--- src/common/port1_mux_pkg.sv ---
/*
 * Shared constants and carriers for the low-nibble pin function mux.
 * Assumes a 32-bit APB slave on a 12-bit byte address.
 */
package port1_mux_pkg;

    // ==========================================================
    // Register map
    localparam int ADDR_W = 12;
    localparam logic [11:0] PORT_CTRL_OFF = 12'h000;
    localparam logic [11:0] TMR0_CFG_OFF = 12'h004;
    localparam logic [11:0] PRESCALE_OFF = 12'h008;
    localparam logic [11:0] STATUS_OFF = 12'h00C;
    localparam logic [31:0] PORT_CTRL_RST = 32'h0000_0000;
    localparam logic [31:0] TMR0_CFG_RST = 32'h0000_0000;
    localparam logic [31:0] PRESCALE_RST = 32'h0000_0000;

    // ==========================================================
    // Timer encodings
    localparam logic [3:0] MODE_NORMAL = 4'h0;
    localparam logic [3:0] MODE_PWM1 = 4'h2;
    localparam logic [3:0] MODE_PWM2 = 4'h3;
    localparam logic [1:0] IO_CAPTURE = 2'h2;
    localparam logic [1:0] IO_NO_OUT = 2'h0;
    localparam logic [2:0] CLR_BY_A = 3'h1;
    localparam logic [2:0] CLR_BY_B = 3'h2;
    localparam logic [2:0] CLR_BY_C = 3'h5;
    localparam logic [2:0] CLR_BY_D = 3'h6;
    localparam logic [2:0] PSC_EXT_A = 3'h4;
    localparam logic [2:0] PSC_EXT_B = 3'h5;
    localparam int NUM_TIMERS = 6;
    localparam int CLK_B_TIMERS = 3;

    // ==========================================================
    // Carriers
    typedef struct packed {
        logic [21:0] rsvd;
        logic dma1_end_out_en;
        logic dma0_end_out_en;
        logic pulse_out_11_en;
        logic pulse_out_10_en;
        logic pulse_out_9_en;
        logic pulse_out_8_en;
        logic pin3_dir;
        logic pin2_dir;
        logic pin1_dir;
        logic pin0_dir;
    } port_ctrl_t;

    typedef struct packed {
        logic [6:0] rsvd;
        logic buffer_mode_b;
        logic buffer_mode_a;
        logic [2:0] t0_counter_clear_src;
        logic [3:0] t0_chan_d_io_ctrl;
        logic [3:0] t0_chan_c_io_ctrl;
        logic [3:0] t0_chan_b_io_ctrl;
        logic [3:0] t0_chan_a_io_ctrl;
        logic [3:0] timer0_mode_field;
    } tmr_cfg_t;

    typedef struct packed {
        logic [11:0] rsvd;
        logic phase_ch5;
        logic phase_ch1;
        logic [5:0][2:0] timer_prescale_sel;
    } prescale_t;

    typedef enum logic [2:0] {
        SRC_INPUT = 3'b000,
        SRC_PORT = 3'b001,
        SRC_PULSE = 3'b010,
        SRC_TIMER = 3'b011,
        SRC_DMA = 3'b100
    } src_t;

endpackage

--- src/hdl/pin_source_select.sv ---
/*
 * Priority select for one pin: DMA end, timer, input, pulse, port.
 * Assumes all selects are stable register bits.
 */
`timescale 1ns/1ns
module pin_source_select import port1_mux_pkg::*; (
    // Selects
    input wire logic dma_en,
    input wire logic tmr_en,
    input wire logic dir,
    input wire logic pulse_en,
    // Source values
    input wire logic dma_val,
    input wire logic tmr_val,
    input wire logic pulse_val,
    input wire logic port_val,
    // Pin drive
    output logic pin_out,
    output logic pin_oe_n,
    output src_t src
);
    // ==========================================================
    // Fixed priority, highest first
    always_comb begin
        if (dma_en) begin
            src = SRC_DMA;
        end else if (tmr_en) begin
            src = SRC_TIMER;
        end else if (!dir) begin
            src = SRC_INPUT;
        end else if (pulse_en) begin
            src = SRC_PULSE;
        end else begin
            src = SRC_PORT;
        end
    end

    always_comb begin
        case (src)
            SRC_DMA: pin_out = dma_val;
            SRC_TIMER: pin_out = tmr_val;
            SRC_PULSE: pin_out = pulse_val;
            SRC_PORT: pin_out = port_val;
            default: pin_out = 1'b0;
        endcase
    end

    assign pin_oe_n = (src == SRC_INPUT);
endmodule

--- src/hdl/port1_low_pin_function_mux.sv ---
/*
 * Pin function mux for port pins 3..0 with its APB control registers.
 * Assumes the DMA, timer and pattern blocks supply output values and
 * take the routed inputs; pin inputs are synchronous to pclk.
 */
// Local design decisions: the APB register port and the register offsets.
`timescale 1ns/1ns
// What this block does
// Pin 3 drives DMA channel 1 end signal when its enable is set.
// Pin 3 next takes timer D output, then input, port or pulse 11.
// Pin 2: DMA 0 end first, timer C next, then input/port/pulse 10.
// Pin 1: timer B first, then input/port/pulse 9; always feeds DMA 1 request.
// Pin 0: timer A first, then input/port/pulse 8; always feeds DMA 0 request.
// Pin 3 feeds capture D in normal mode with capture I/O code.
// Pin 2 feeds capture C in normal mode with capture I/O code.
// Pin 1 feeds capture B in normal mode with capture I/O code.
// Pin 0 feeds capture A in normal mode with capture I/O code.
// Pin 3 is external clock B when timers 0..2 select it.
// Pin 3 clocks the phase counter when channel 1 or 5 counts phase.
// Pin 2 is external clock A when timers 0..5 select it.
// Pin 2 clocks the phase counter when channel 1 or 5 counts phase.
// PWM mode 1 with C output active suppresses timer D on pin 3.
// Buffer mode A or B disables PWM mode 1 output on pin 2.
// PWM mode 1 with A output active suppresses timer B on pin 1.
// Timer output setting decoded from mode, I/O code and clear source.
// Input routing ignores the output source selection; selection purely combinational.
module port1_low_pin_function_mux import port1_mux_pkg::*; (
    // Clock and reset
    input wire logic pclk,
    input wire logic presetn,
    // APB slave
    input wire logic psel,
    input wire logic penable,
    input wire logic pwrite,
    input wire logic [11:0] paddr,
    input wire logic [31:0] pwdata,
    output logic [31:0] prdata,
    output logic pready,
    output logic pslverr,
    // Output sources
    input wire logic dma1_xfer_end,
    input wire logic dma0_xfer_end,
    input wire logic t0_chan_d_pin_out,
    input wire logic t0_chan_c_pin_out,
    input wire logic t0_chan_b_pin_out,
    input wire logic t0_chan_a_pin_out,
    input wire logic pulse_out_11,
    input wire logic pulse_out_10,
    input wire logic pulse_out_9,
    input wire logic pulse_out_8,
    input wire logic [3:0] port_data,
    // Pins
    input wire logic [3:0] pin_in,
    output logic [3:0] pin_out,
    output logic [3:0] pin_oe_n,
    // Routed inputs
    output logic t0_chan_d_pin_in,
    output logic t0_chan_c_pin_in,
    output logic t0_chan_b_pin_in,
    output logic t0_chan_a_pin_in,
    output logic [3:0] capture_en,
    output logic ext_timer_clk_a,
    output logic ext_timer_clk_b,
    output logic phase_clk_a,
    output logic phase_clk_b,
    output logic dma1_request,
    output logic dma0_request
);
    // ==========================================================
    // Registers
    port_ctrl_t ctrl_q;
    tmr_cfg_t cfg_q;
    prescale_t psc_q;
    logic [31:0] prdata_q;
    logic pready_q;
    logic pslverr_q;
    logic setup;
    logic access;
    logic wr_en;
    logic hit;
    logic [31:0] status;
    logic [31:0] rd_mux;
    logic d_drive;
    logic c_drive;
    logic b_drive;
    logic a_drive;
    logic pwm1_a_on;
    logic pwm1_c_on;
    logic c_buffered;
    logic clk_a_sel;
    logic clk_b_sel;
    logic phase_on;
    src_t src3;
    src_t src2;
    src_t src1;
    src_t src0;

    assign setup = psel && !penable;
    assign access = psel && penable && pready_q;
    assign wr_en = access && pwrite && !pslverr_q;
    assign hit = (paddr == PORT_CTRL_OFF) || (paddr == TMR0_CFG_OFF)
        || (paddr == PRESCALE_OFF) || (paddr == STATUS_OFF);

    always_ff @(posedge pclk or negedge presetn) begin
        if (!presetn) begin
            ctrl_q <= port_ctrl_t'(PORT_CTRL_RST);
        end else if (wr_en && paddr == PORT_CTRL_OFF) begin
            ctrl_q <= port_ctrl_t'({22'h000000, pwdata[9:0]});
        end
    end

    always_ff @(posedge pclk or negedge presetn) begin
        if (!presetn) begin
            cfg_q <= tmr_cfg_t'(TMR0_CFG_RST);
        end else if (wr_en && paddr == TMR0_CFG_OFF) begin
            cfg_q <= tmr_cfg_t'({7'h00, pwdata[24:0]});
        end
    end

    always_ff @(posedge pclk or negedge presetn) begin
        if (!presetn) begin
            psc_q <= prescale_t'(PRESCALE_RST);
        end else if (wr_en && paddr == PRESCALE_OFF) begin
            psc_q <= prescale_t'({12'h000, pwdata[19:0]});
        end
    end

    // ==========================================================
    // APB answer: one wait-free access phase after setup
    always_comb begin
        case (paddr)
            PORT_CTRL_OFF: rd_mux = ctrl_q;
            TMR0_CFG_OFF: rd_mux = cfg_q;
            PRESCALE_OFF: rd_mux = psc_q;
            STATUS_OFF: rd_mux = status;
            default: rd_mux = 32'h0000_0000;
        endcase
    end

    always_ff @(posedge pclk or negedge presetn) begin
        if (!presetn) begin
            pready_q <= 1'b0;
            pslverr_q <= 1'b0;
            prdata_q <= 32'h0000_0000;
        end else if (setup) begin
            pready_q <= 1'b1;
            // Status is read-only; writing it is flagged
            pslverr_q <= !hit || (pwrite && paddr == STATUS_OFF);
            prdata_q <= pwrite ? 32'h0000_0000 : rd_mux;
        end else begin
            pready_q <= 1'b0;
            pslverr_q <= 1'b0;
            prdata_q <= 32'h0000_0000;
        end
    end

    assign pready = pready_q && psel && penable;
    assign pslverr = pslverr_q && pready;
    assign prdata = prdata_q;

    // ==========================================================
    // Timer channel 0 decode
    assign pwm1_c_on = (cfg_q.timer0_mode_field == MODE_PWM1)
        && (cfg_q.t0_chan_c_io_ctrl[1:0] != IO_NO_OUT);
    assign pwm1_a_on = (cfg_q.timer0_mode_field == MODE_PWM1)
        && (cfg_q.t0_chan_a_io_ctrl[1:0] != IO_NO_OUT);
    assign c_buffered = cfg_q.buffer_mode_a || cfg_q.buffer_mode_b;

    // B and D never drive in PWM mode 1: their pair partner owns the pin
    timer_chan_decode #(.IS_AC(1'b0), .OWN_CLR(CLR_BY_D)) u_dec_d (
        .mode(cfg_q.timer0_mode_field),
        .io_ctrl(cfg_q.t0_chan_d_io_ctrl),
        .clr_src(cfg_q.t0_counter_clear_src),
        .pwm1_block(1'b0),
        .drive(d_drive),
        .capture(capture_en[3])
    );

    timer_chan_decode #(.IS_AC(1'b1), .OWN_CLR(CLR_BY_C)) u_dec_c (
        .mode(cfg_q.timer0_mode_field),
        .io_ctrl(cfg_q.t0_chan_c_io_ctrl),
        .clr_src(cfg_q.t0_counter_clear_src),
        .pwm1_block(c_buffered),
        .drive(c_drive),
        .capture(capture_en[2])
    );

    timer_chan_decode #(.IS_AC(1'b0), .OWN_CLR(CLR_BY_B)) u_dec_b (
        .mode(cfg_q.timer0_mode_field),
        .io_ctrl(cfg_q.t0_chan_b_io_ctrl),
        .clr_src(cfg_q.t0_counter_clear_src),
        .pwm1_block(1'b0),
        .drive(b_drive),
        .capture(capture_en[1])
    );

    timer_chan_decode #(.IS_AC(1'b1), .OWN_CLR(CLR_BY_A)) u_dec_a (
        .mode(cfg_q.timer0_mode_field),
        .io_ctrl(cfg_q.t0_chan_a_io_ctrl),
        .clr_src(cfg_q.t0_counter_clear_src),
        .pwm1_block(1'b0),
        .drive(a_drive),
        .capture(capture_en[0])
    );

    // ==========================================================
    // Pin output selection
    pin_source_select u_pin3 (
        .dma_en(ctrl_q.dma1_end_out_en),
        .tmr_en(d_drive),
        .dir(ctrl_q.pin3_dir),
        .pulse_en(ctrl_q.pulse_out_11_en),
        .dma_val(dma1_xfer_end),
        .tmr_val(t0_chan_d_pin_out),
        .pulse_val(pulse_out_11),
        .port_val(port_data[3]),
        .pin_out(pin_out[3]),
        .pin_oe_n(pin_oe_n[3]),
        .src(src3)
    );

    pin_source_select u_pin2 (
        .dma_en(ctrl_q.dma0_end_out_en),
        .tmr_en(c_drive),
        .dir(ctrl_q.pin2_dir),
        .pulse_en(ctrl_q.pulse_out_10_en),
        .dma_val(dma0_xfer_end),
        .tmr_val(t0_chan_c_pin_out),
        .pulse_val(pulse_out_10),
        .port_val(port_data[2]),
        .pin_out(pin_out[2]),
        .pin_oe_n(pin_oe_n[2]),
        .src(src2)
    );

    pin_source_select u_pin1 (
        .dma_en(1'b0),
        .tmr_en(b_drive),
        .dir(ctrl_q.pin1_dir),
        .pulse_en(ctrl_q.pulse_out_9_en),
        .dma_val(1'b0),
        .tmr_val(t0_chan_b_pin_out),
        .pulse_val(pulse_out_9),
        .port_val(port_data[1]),
        .pin_out(pin_out[1]),
        .pin_oe_n(pin_oe_n[1]),
        .src(src1)
    );

    pin_source_select u_pin0 (
        .dma_en(1'b0),
        .tmr_en(a_drive),
        .dir(ctrl_q.pin0_dir),
        .pulse_en(ctrl_q.pulse_out_8_en),
        .dma_val(1'b0),
        .tmr_val(t0_chan_a_pin_out),
        .pulse_val(pulse_out_8),
        .port_val(port_data[0]),
        .pin_out(pin_out[0]),
        .pin_oe_n(pin_oe_n[0]),
        .src(src0)
    );

    // ==========================================================
    // Input routing, gated only by function enables
    always_comb begin
        clk_a_sel = 1'b0;
        clk_b_sel = 1'b0;
        for (int i = 0; i < NUM_TIMERS; i++) begin
            if (psc_q.timer_prescale_sel[i] == PSC_EXT_A) begin
                clk_a_sel = 1'b1;
            end
            if (i < CLK_B_TIMERS && psc_q.timer_prescale_sel[i] == PSC_EXT_B) begin
                clk_b_sel = 1'b1;
            end
        end
    end

    assign phase_on = psc_q.phase_ch1 || psc_q.phase_ch5;
    assign ext_timer_clk_a = clk_a_sel && pin_in[2];
    assign ext_timer_clk_b = clk_b_sel && pin_in[3];
    assign phase_clk_a = phase_on && pin_in[2];
    assign phase_clk_b = phase_on && pin_in[3];
    assign t0_chan_d_pin_in = capture_en[3] && pin_in[3];
    assign t0_chan_c_pin_in = capture_en[2] && pin_in[2];
    assign t0_chan_b_pin_in = capture_en[1] && pin_in[1];
    assign t0_chan_a_pin_in = capture_en[0] && pin_in[0];
    // Requests ignore the selected output source
    assign dma1_request = pin_in[1];
    assign dma0_request = pin_in[0];

    assign status = {13'h0000, phase_on, clk_b_sel, clk_a_sel,
        capture_en, src3 == SRC_TIMER, src2 == SRC_TIMER,
        src1 == SRC_TIMER, src0 == SRC_TIMER, pin_in,
        src3 == SRC_DMA, src2 == SRC_DMA, 2'b00};
endmodule

--- src/hdl/timer_chan_decode.sv ---
/*
 * Decodes one timer channel 0 pin: output (setting 1) and capture.
 * Assumes static configuration bits from the register file.
 */
`timescale 1ns/1ns
module timer_chan_decode import port1_mux_pkg::*; #(
    parameter bit IS_AC = 1'b0,
    parameter logic [2:0] OWN_CLR = 3'h0
) (
    // Configuration
    input wire logic [3:0] mode,
    input wire logic [3:0] io_ctrl,
    input wire logic [2:0] clr_src,
    input wire logic pwm1_block,
    // Decoded
    output logic drive,
    output logic capture
);
    // ==========================================================
    // Setting decode
    always_comb begin
        case (mode)
            MODE_NORMAL: drive = !io_ctrl[3] && (io_ctrl[1:0] != IO_NO_OUT);
            MODE_PWM1: drive = IS_AC && (io_ctrl[1:0] != IO_NO_OUT) && !pwm1_block;
            MODE_PWM2: drive = (io_ctrl[1:0] != IO_NO_OUT) && (clr_src != OWN_CLR);
            default: drive = 1'b0;
        endcase
    end

    assign capture = (mode == MODE_NORMAL) && (io_ctrl[3:2] == IO_CAPTURE);
endmodule

--- config.mk ---
export PLATFORM = sky130hd
export DESIGN_NAME = port1_low_pin_function_mux
export DESIGN_NICKNAME = d
export VERILOG_FILES = /design/src/common/port1_mux_pkg.sv /design/src/hdl/pin_source_select.sv /design/src/hdl/port1_low_pin_function_mux.sv /design/src/hdl/timer_chan_decode.sv
export SDC_FILE = /design/constraint.sdc
export NUM_CORES = 1
export LEC_CHECK = 0
export BUFFER_PORTS_ARGS = -buffer_cell sky130_fd_sc_hd__buf_2
export CORE_MARGIN = 10
export CORE_UTILIZATION = 45
export DETAILED_ROUTE_END_ITERATION = 7
export PLACE_DENSITY = 0.78
export SLEW_MARGIN = 30
export SYNTH_ARGS = -nofsm -noshare
export SYNTH_HDL_FRONTEND = slang
export SYNTH_HIERARCHICAL = 1
export SYNTH_SLANG_ARGS = --single-unit
--- constraint.sdc ---
create_clock -name pclk -period 2.6 [get_ports pclk]
set_input_delay 0.52 -clock pclk [delete_from_list [all_inputs] [get_ports pclk]]
set_output_delay 0.52 -clock pclk [all_outputs]
set_load 0.05 [all_outputs]
==> impl_metrics.py <==
metrics = {
    "outcome": {
        "outcome": "completed",
    },
    "route": {
        "wirelength_met1_mm": 4.71,
        "drt.antenna.violating_nets": 0,
        "detail_route.wirelength_mm": 11.9,
        "met2RoutedLength_mm": 6.00,
        "met3_wirelength_mm": 1.02,
        "via_per_inst": 5.39,
        "remaining_drc_errors": 0,
        "detailedRoute.firstIterationViolations": 290,
        "first_pass_iters": 4,
        "top_layer": "met5",
        "avgRoutedWirePerCell_um": 19.4,
        "routed-via-count": 3317,
    },
    "logic_synthesis": {
        "async_reset_ff_share_pct": 100,
        "mappedNetlistArea_um2": 4170,
        "yosysTopAreaCellShare_pct": 49.2,
        "synth_area_leader_cell": "sky130_fd_sc_hd__dfrtp_1",
        "synth-compound-area-share_pct": 7.11,
        "leading_post_synthesis_cells_by_cell_area": "sky130_fd_sc_hd__dfrtp_1 49%, sky130_fd_sc_hd__mux2_2 15%, sky130_fd_sc_hd__mux4_2 4.3%, sky130_fd_sc_hd__nor2_1 3.1%, sky130_fd_sc_hd__buf_4 2.9%",
        "muxShareOfSynthArea_pct": 21.8,
        "postSynthRegisterBits": 82,
        "post_synth.cell_area_avg_um2": 12.0,
        "top_cell_types_by_occurrence_after_synthesis": "82 x sky130_fd_sc_hd__dfrtp_1, 57 x sky130_fd_sc_hd__mux2_2, 35 x sky130_fd_sc_hd__nor2_1",
        "yosysMostFrequentCell": "sky130_fd_sc_hd__dfrtp_1",
        "yosysUniqueCellTypes": 46,
        "synth-edff-count": 0,
        "netlist_instances": 348,
        "postSynth.topFlopCell": "sky130_fd_sc_hd__dfrtp_1",
        "post_synth_xor_area_fraction_pct": 0,
        "synth-adder-area-share_pct": 0,
        "post_synth_and_or_nand_nor_area_fraction_pct": 17.3,
        "synth_top_family_by_area": "multiplexers",
        "ys.warnings.count": 6,
        "synth_sequential_area_ratio_pct": 49.2,
    },
    "place": {
        "finalWeightedCongestion": 0.829,
        "place.detailed.hpwl_mm": 8.58,
        "port-buffer-count": 108,
    },
    "critical_path": {
        "timing.critical_path.cells": "or2_4 > nand2b_1 > a31oi_2 > nor4_2 > buf_4 > a21oi_2 > a21oi_2 > buf_6",
        "cp_data_arrival_time_ns": 2.07,
        "timing.critical_path.max_delay_family": "simple AND/OR/NAND/NOR gates",
        "timing.critical_path.fanout_max": 5,
        "worstPathBufferInverterCount": 2,
        "cp_num_cells": 8,
        "worst-r2r-setup-slack_ns": 0.27,
        "cp_data_required_time_ns": 2.08,
        "reg2reg_depth": 10,
        "critical_path_type": "register to primary output",
        "critical_path.max_stage_delay_ns": 0.39,
        "timing.critical_path.slowest_stage_cell": "sky130_fd_sc_hd__dfrtp_1",
        "crit_end_element": "primary output",
        "startpoint_type": "register",
        "most_used_cell_cp": "sky130_fd_sc_hd__a21oi_2",
    },
    "final_layout": {
        "fin_util_pct": 58.9,
        "fill_count": 765,
        "final_nets": 565,
        "drive_above_1_share_pct": 50.7,
        "layout_area_overhead_pct": 29.2,
    },
    "grt": {
        "grt_max_degree": 43,
        "total_routing_resource_utilization_after_global_routing_pct": 17.0,
        "grt_pass1_wl_mm": 17.9,
        "overflow": 0,
        "via_count_of_the_first_global_routing_pass": 3462,
        "initial_antenna_violation_count": 1,
    },
    "timing": {
        "final-setup-viol-count": 0,
        "setup_repair_after_global_routing_missed_its_margin": "yes",
        "worst_slew_margin_rel_pct": 64.4,
        "period_share_pct": 99.8,
        "finalClockSkew_ns": 0.0117,
        "timing.final.crit_period_ns": 2.59,
        "setup-tns-final_ns": 0,
        "worst-slew-pin-transition_ns": 0.533,
        "final-hold-violation-count": 0,
        "timing.fmax_mhz": 385,
        "slew_viol_final": 0,
    },
    "floorplanning": {
        "initial_utilization_pct": 45.6,
        "dieArea_um2": 13500,
        "floorplan.io_pins": 123,
        "num_rows": 35,
        "standard_cell_core_area_um2": 9150,
        "die-height_um": 116,
        "fp.dieW_um": 116,
    },
    "power_and_ir_drop": {
        "vdd_drop_max_mv": 0.399,
        "power.density_cell_area_nw_per_um2": 425,
        "total_leakage_power_uw": 0.00269,
    },
    "clock_network": {
        "clk_transition_reported_paths_ns": 0.08,
        "clock_latency_ns": 0.36,
        "cts_hold_repair.buffers": 0,
        "cts_buffers": 9,
        "clock_tree.htree_level_count": 3,
        "clockRootBuffer": "sky130_fd_sc_hd__clkbuf_8",
        "clock_tree.buffer_depth": 2,
        "tritoncts": "yes",
        "clk_sinks": 82,
    },
    "flow_run": {
        "timing.max_cap.violations": 0,
    },
    "hold_path": {
        "worstHoldPathType": "input pin to asynchronous set/reset pin",
    },
}
-- logic make-up (layout without fill, tap and decap cells) --
kind of cell,Yosys count,in the layout
other,1,23
AO/OA/AOI/OAI,45,45
flip-flops,82,82
multiplexers,73,73
buffers and inverters,33,167
AND/OR/NAND/NOR,114,114
-- report_power, final --
| part | internal, uW | total [uW] | switching (uW) |
|---|---|---|---|
| clock | 346 | 821 | 475 |
| combinational | 64.9 | 194 | 129 |
| sequential | 1280 | 1280 | 0.794 |
-- repair_timing --
action                     in CTS  in global routing
gates resized for setup         8                 24
pin swaps                       1                 10
setup endpoints to repair       8                 10
setup buffers                   8                 15
hold endpoints to repair        0                  0
-- state kept, by name, indices dropped and copies added (netlist names) --
name       flops
pslverr_q      1
prdata        25
cfg_q         25
ctrl_q        10
pready_q       1
psc_q         20
-- through the flow --
step	setup slack, ns	hold slack, ns	cell area, um2	total power (uW)	std cells
final	0.00585	0.140	5390	2290	615
after global routing	-0.0750	0.164	5390	2390	614
after CTS	-0.0293	0.154	5190	2290	600
after detailed placement	0.133	0.501	4930	1490	576
after global placement	0.205	0.475	4930	1490	576
after floorplan	-0.0690	0.224	4260	1400	369
-- area by class of cell --
type                       count  area, um2  share of cell area, %
multi-input combinational    254       2120                   39.3
sequential                    82       2060                   38.2
timing repair buffer         143        868                   16.1
tap                          111        139                   2.58
clock buffer                  10        128                   2.37
clock inverter                 6       43.8                  0.813
inverter                       8       30.0                  0.557
antenna                        1       2.50                 0.0464
-- per-layer routing --
metal	up-vias	track usage (%)
li1	1529	-
met1	1636	20.8
met2	132	28.1
met3	18	5.08
met4	2	5.75
met5	-	0
-- cells in the final DEF, fill, tap and decap left out, types with 6 or more instances in the layout --
| master | count |
|---|---|
| sky130_fd_sc_hd__nor2_1 | 35 |
| sky130_fd_sc_hd__buf_4 | 33 |
| sky130_fd_sc_hd__mux2_2 | 57 |
| sky130_fd_sc_hd__a22oi_1 | 10 |
| sky130_fd_sc_hd__inv_1 | 8 |
| sky130_fd_sc_hd__mux2_1 | 6 |
| sky130_fd_sc_hd__clkbuf_8 | 9 |
| sky130_fd_sc_hd__mux4_2 | 8 |
| sky130_fd_sc_hd__a21oi_2 | 7 |
| sky130_fd_sc_hd__nor3b_1 | 6 |
| sky130_fd_sc_hd__conb_1 | 22 |
| sky130_fd_sc_hd__buf_2 | 103 |
| sky130_fd_sc_hd__nor2b_1 | 15 |
| sky130_fd_sc_hd__dfrtp_1 | 78 |
| sky130_fd_sc_hd__nand3b_1 | 9 |
| sky130_fd_sc_hd__a21oi_1 | 14 |
| sky130_fd_sc_hd__and2_1 | 10 |
-- final timing paths --
| check | start | to |
|---|---|---|
| worst max register to register | cfg_q[24] | prdata[2] |
| worst max-delay path | cfg_q[24] | pin_out[2] |
| worst min register to register | cfg_q[23] | prdata[23] |
| max in group asynchronous | presetn | cfg_q[3] |
| min in group pclk | penable | pready_q |
| worst min-delay path | presetn | cfg_q[15] |
-- worst reg2reg max path, delay by kind of cell, from the launching register on --
family / cells / cell delay, ns
AND/OR/NAND/NOR: 6 / 1.00
flip-flops: 1 / 0.39
multiplexers: 1 / 0.45
AO/OA/AOI/OAI: 2 / 0.16
buffers and inverters: 1 / 0.21
No activity file was read; power rests on OpenSTA's default activity.
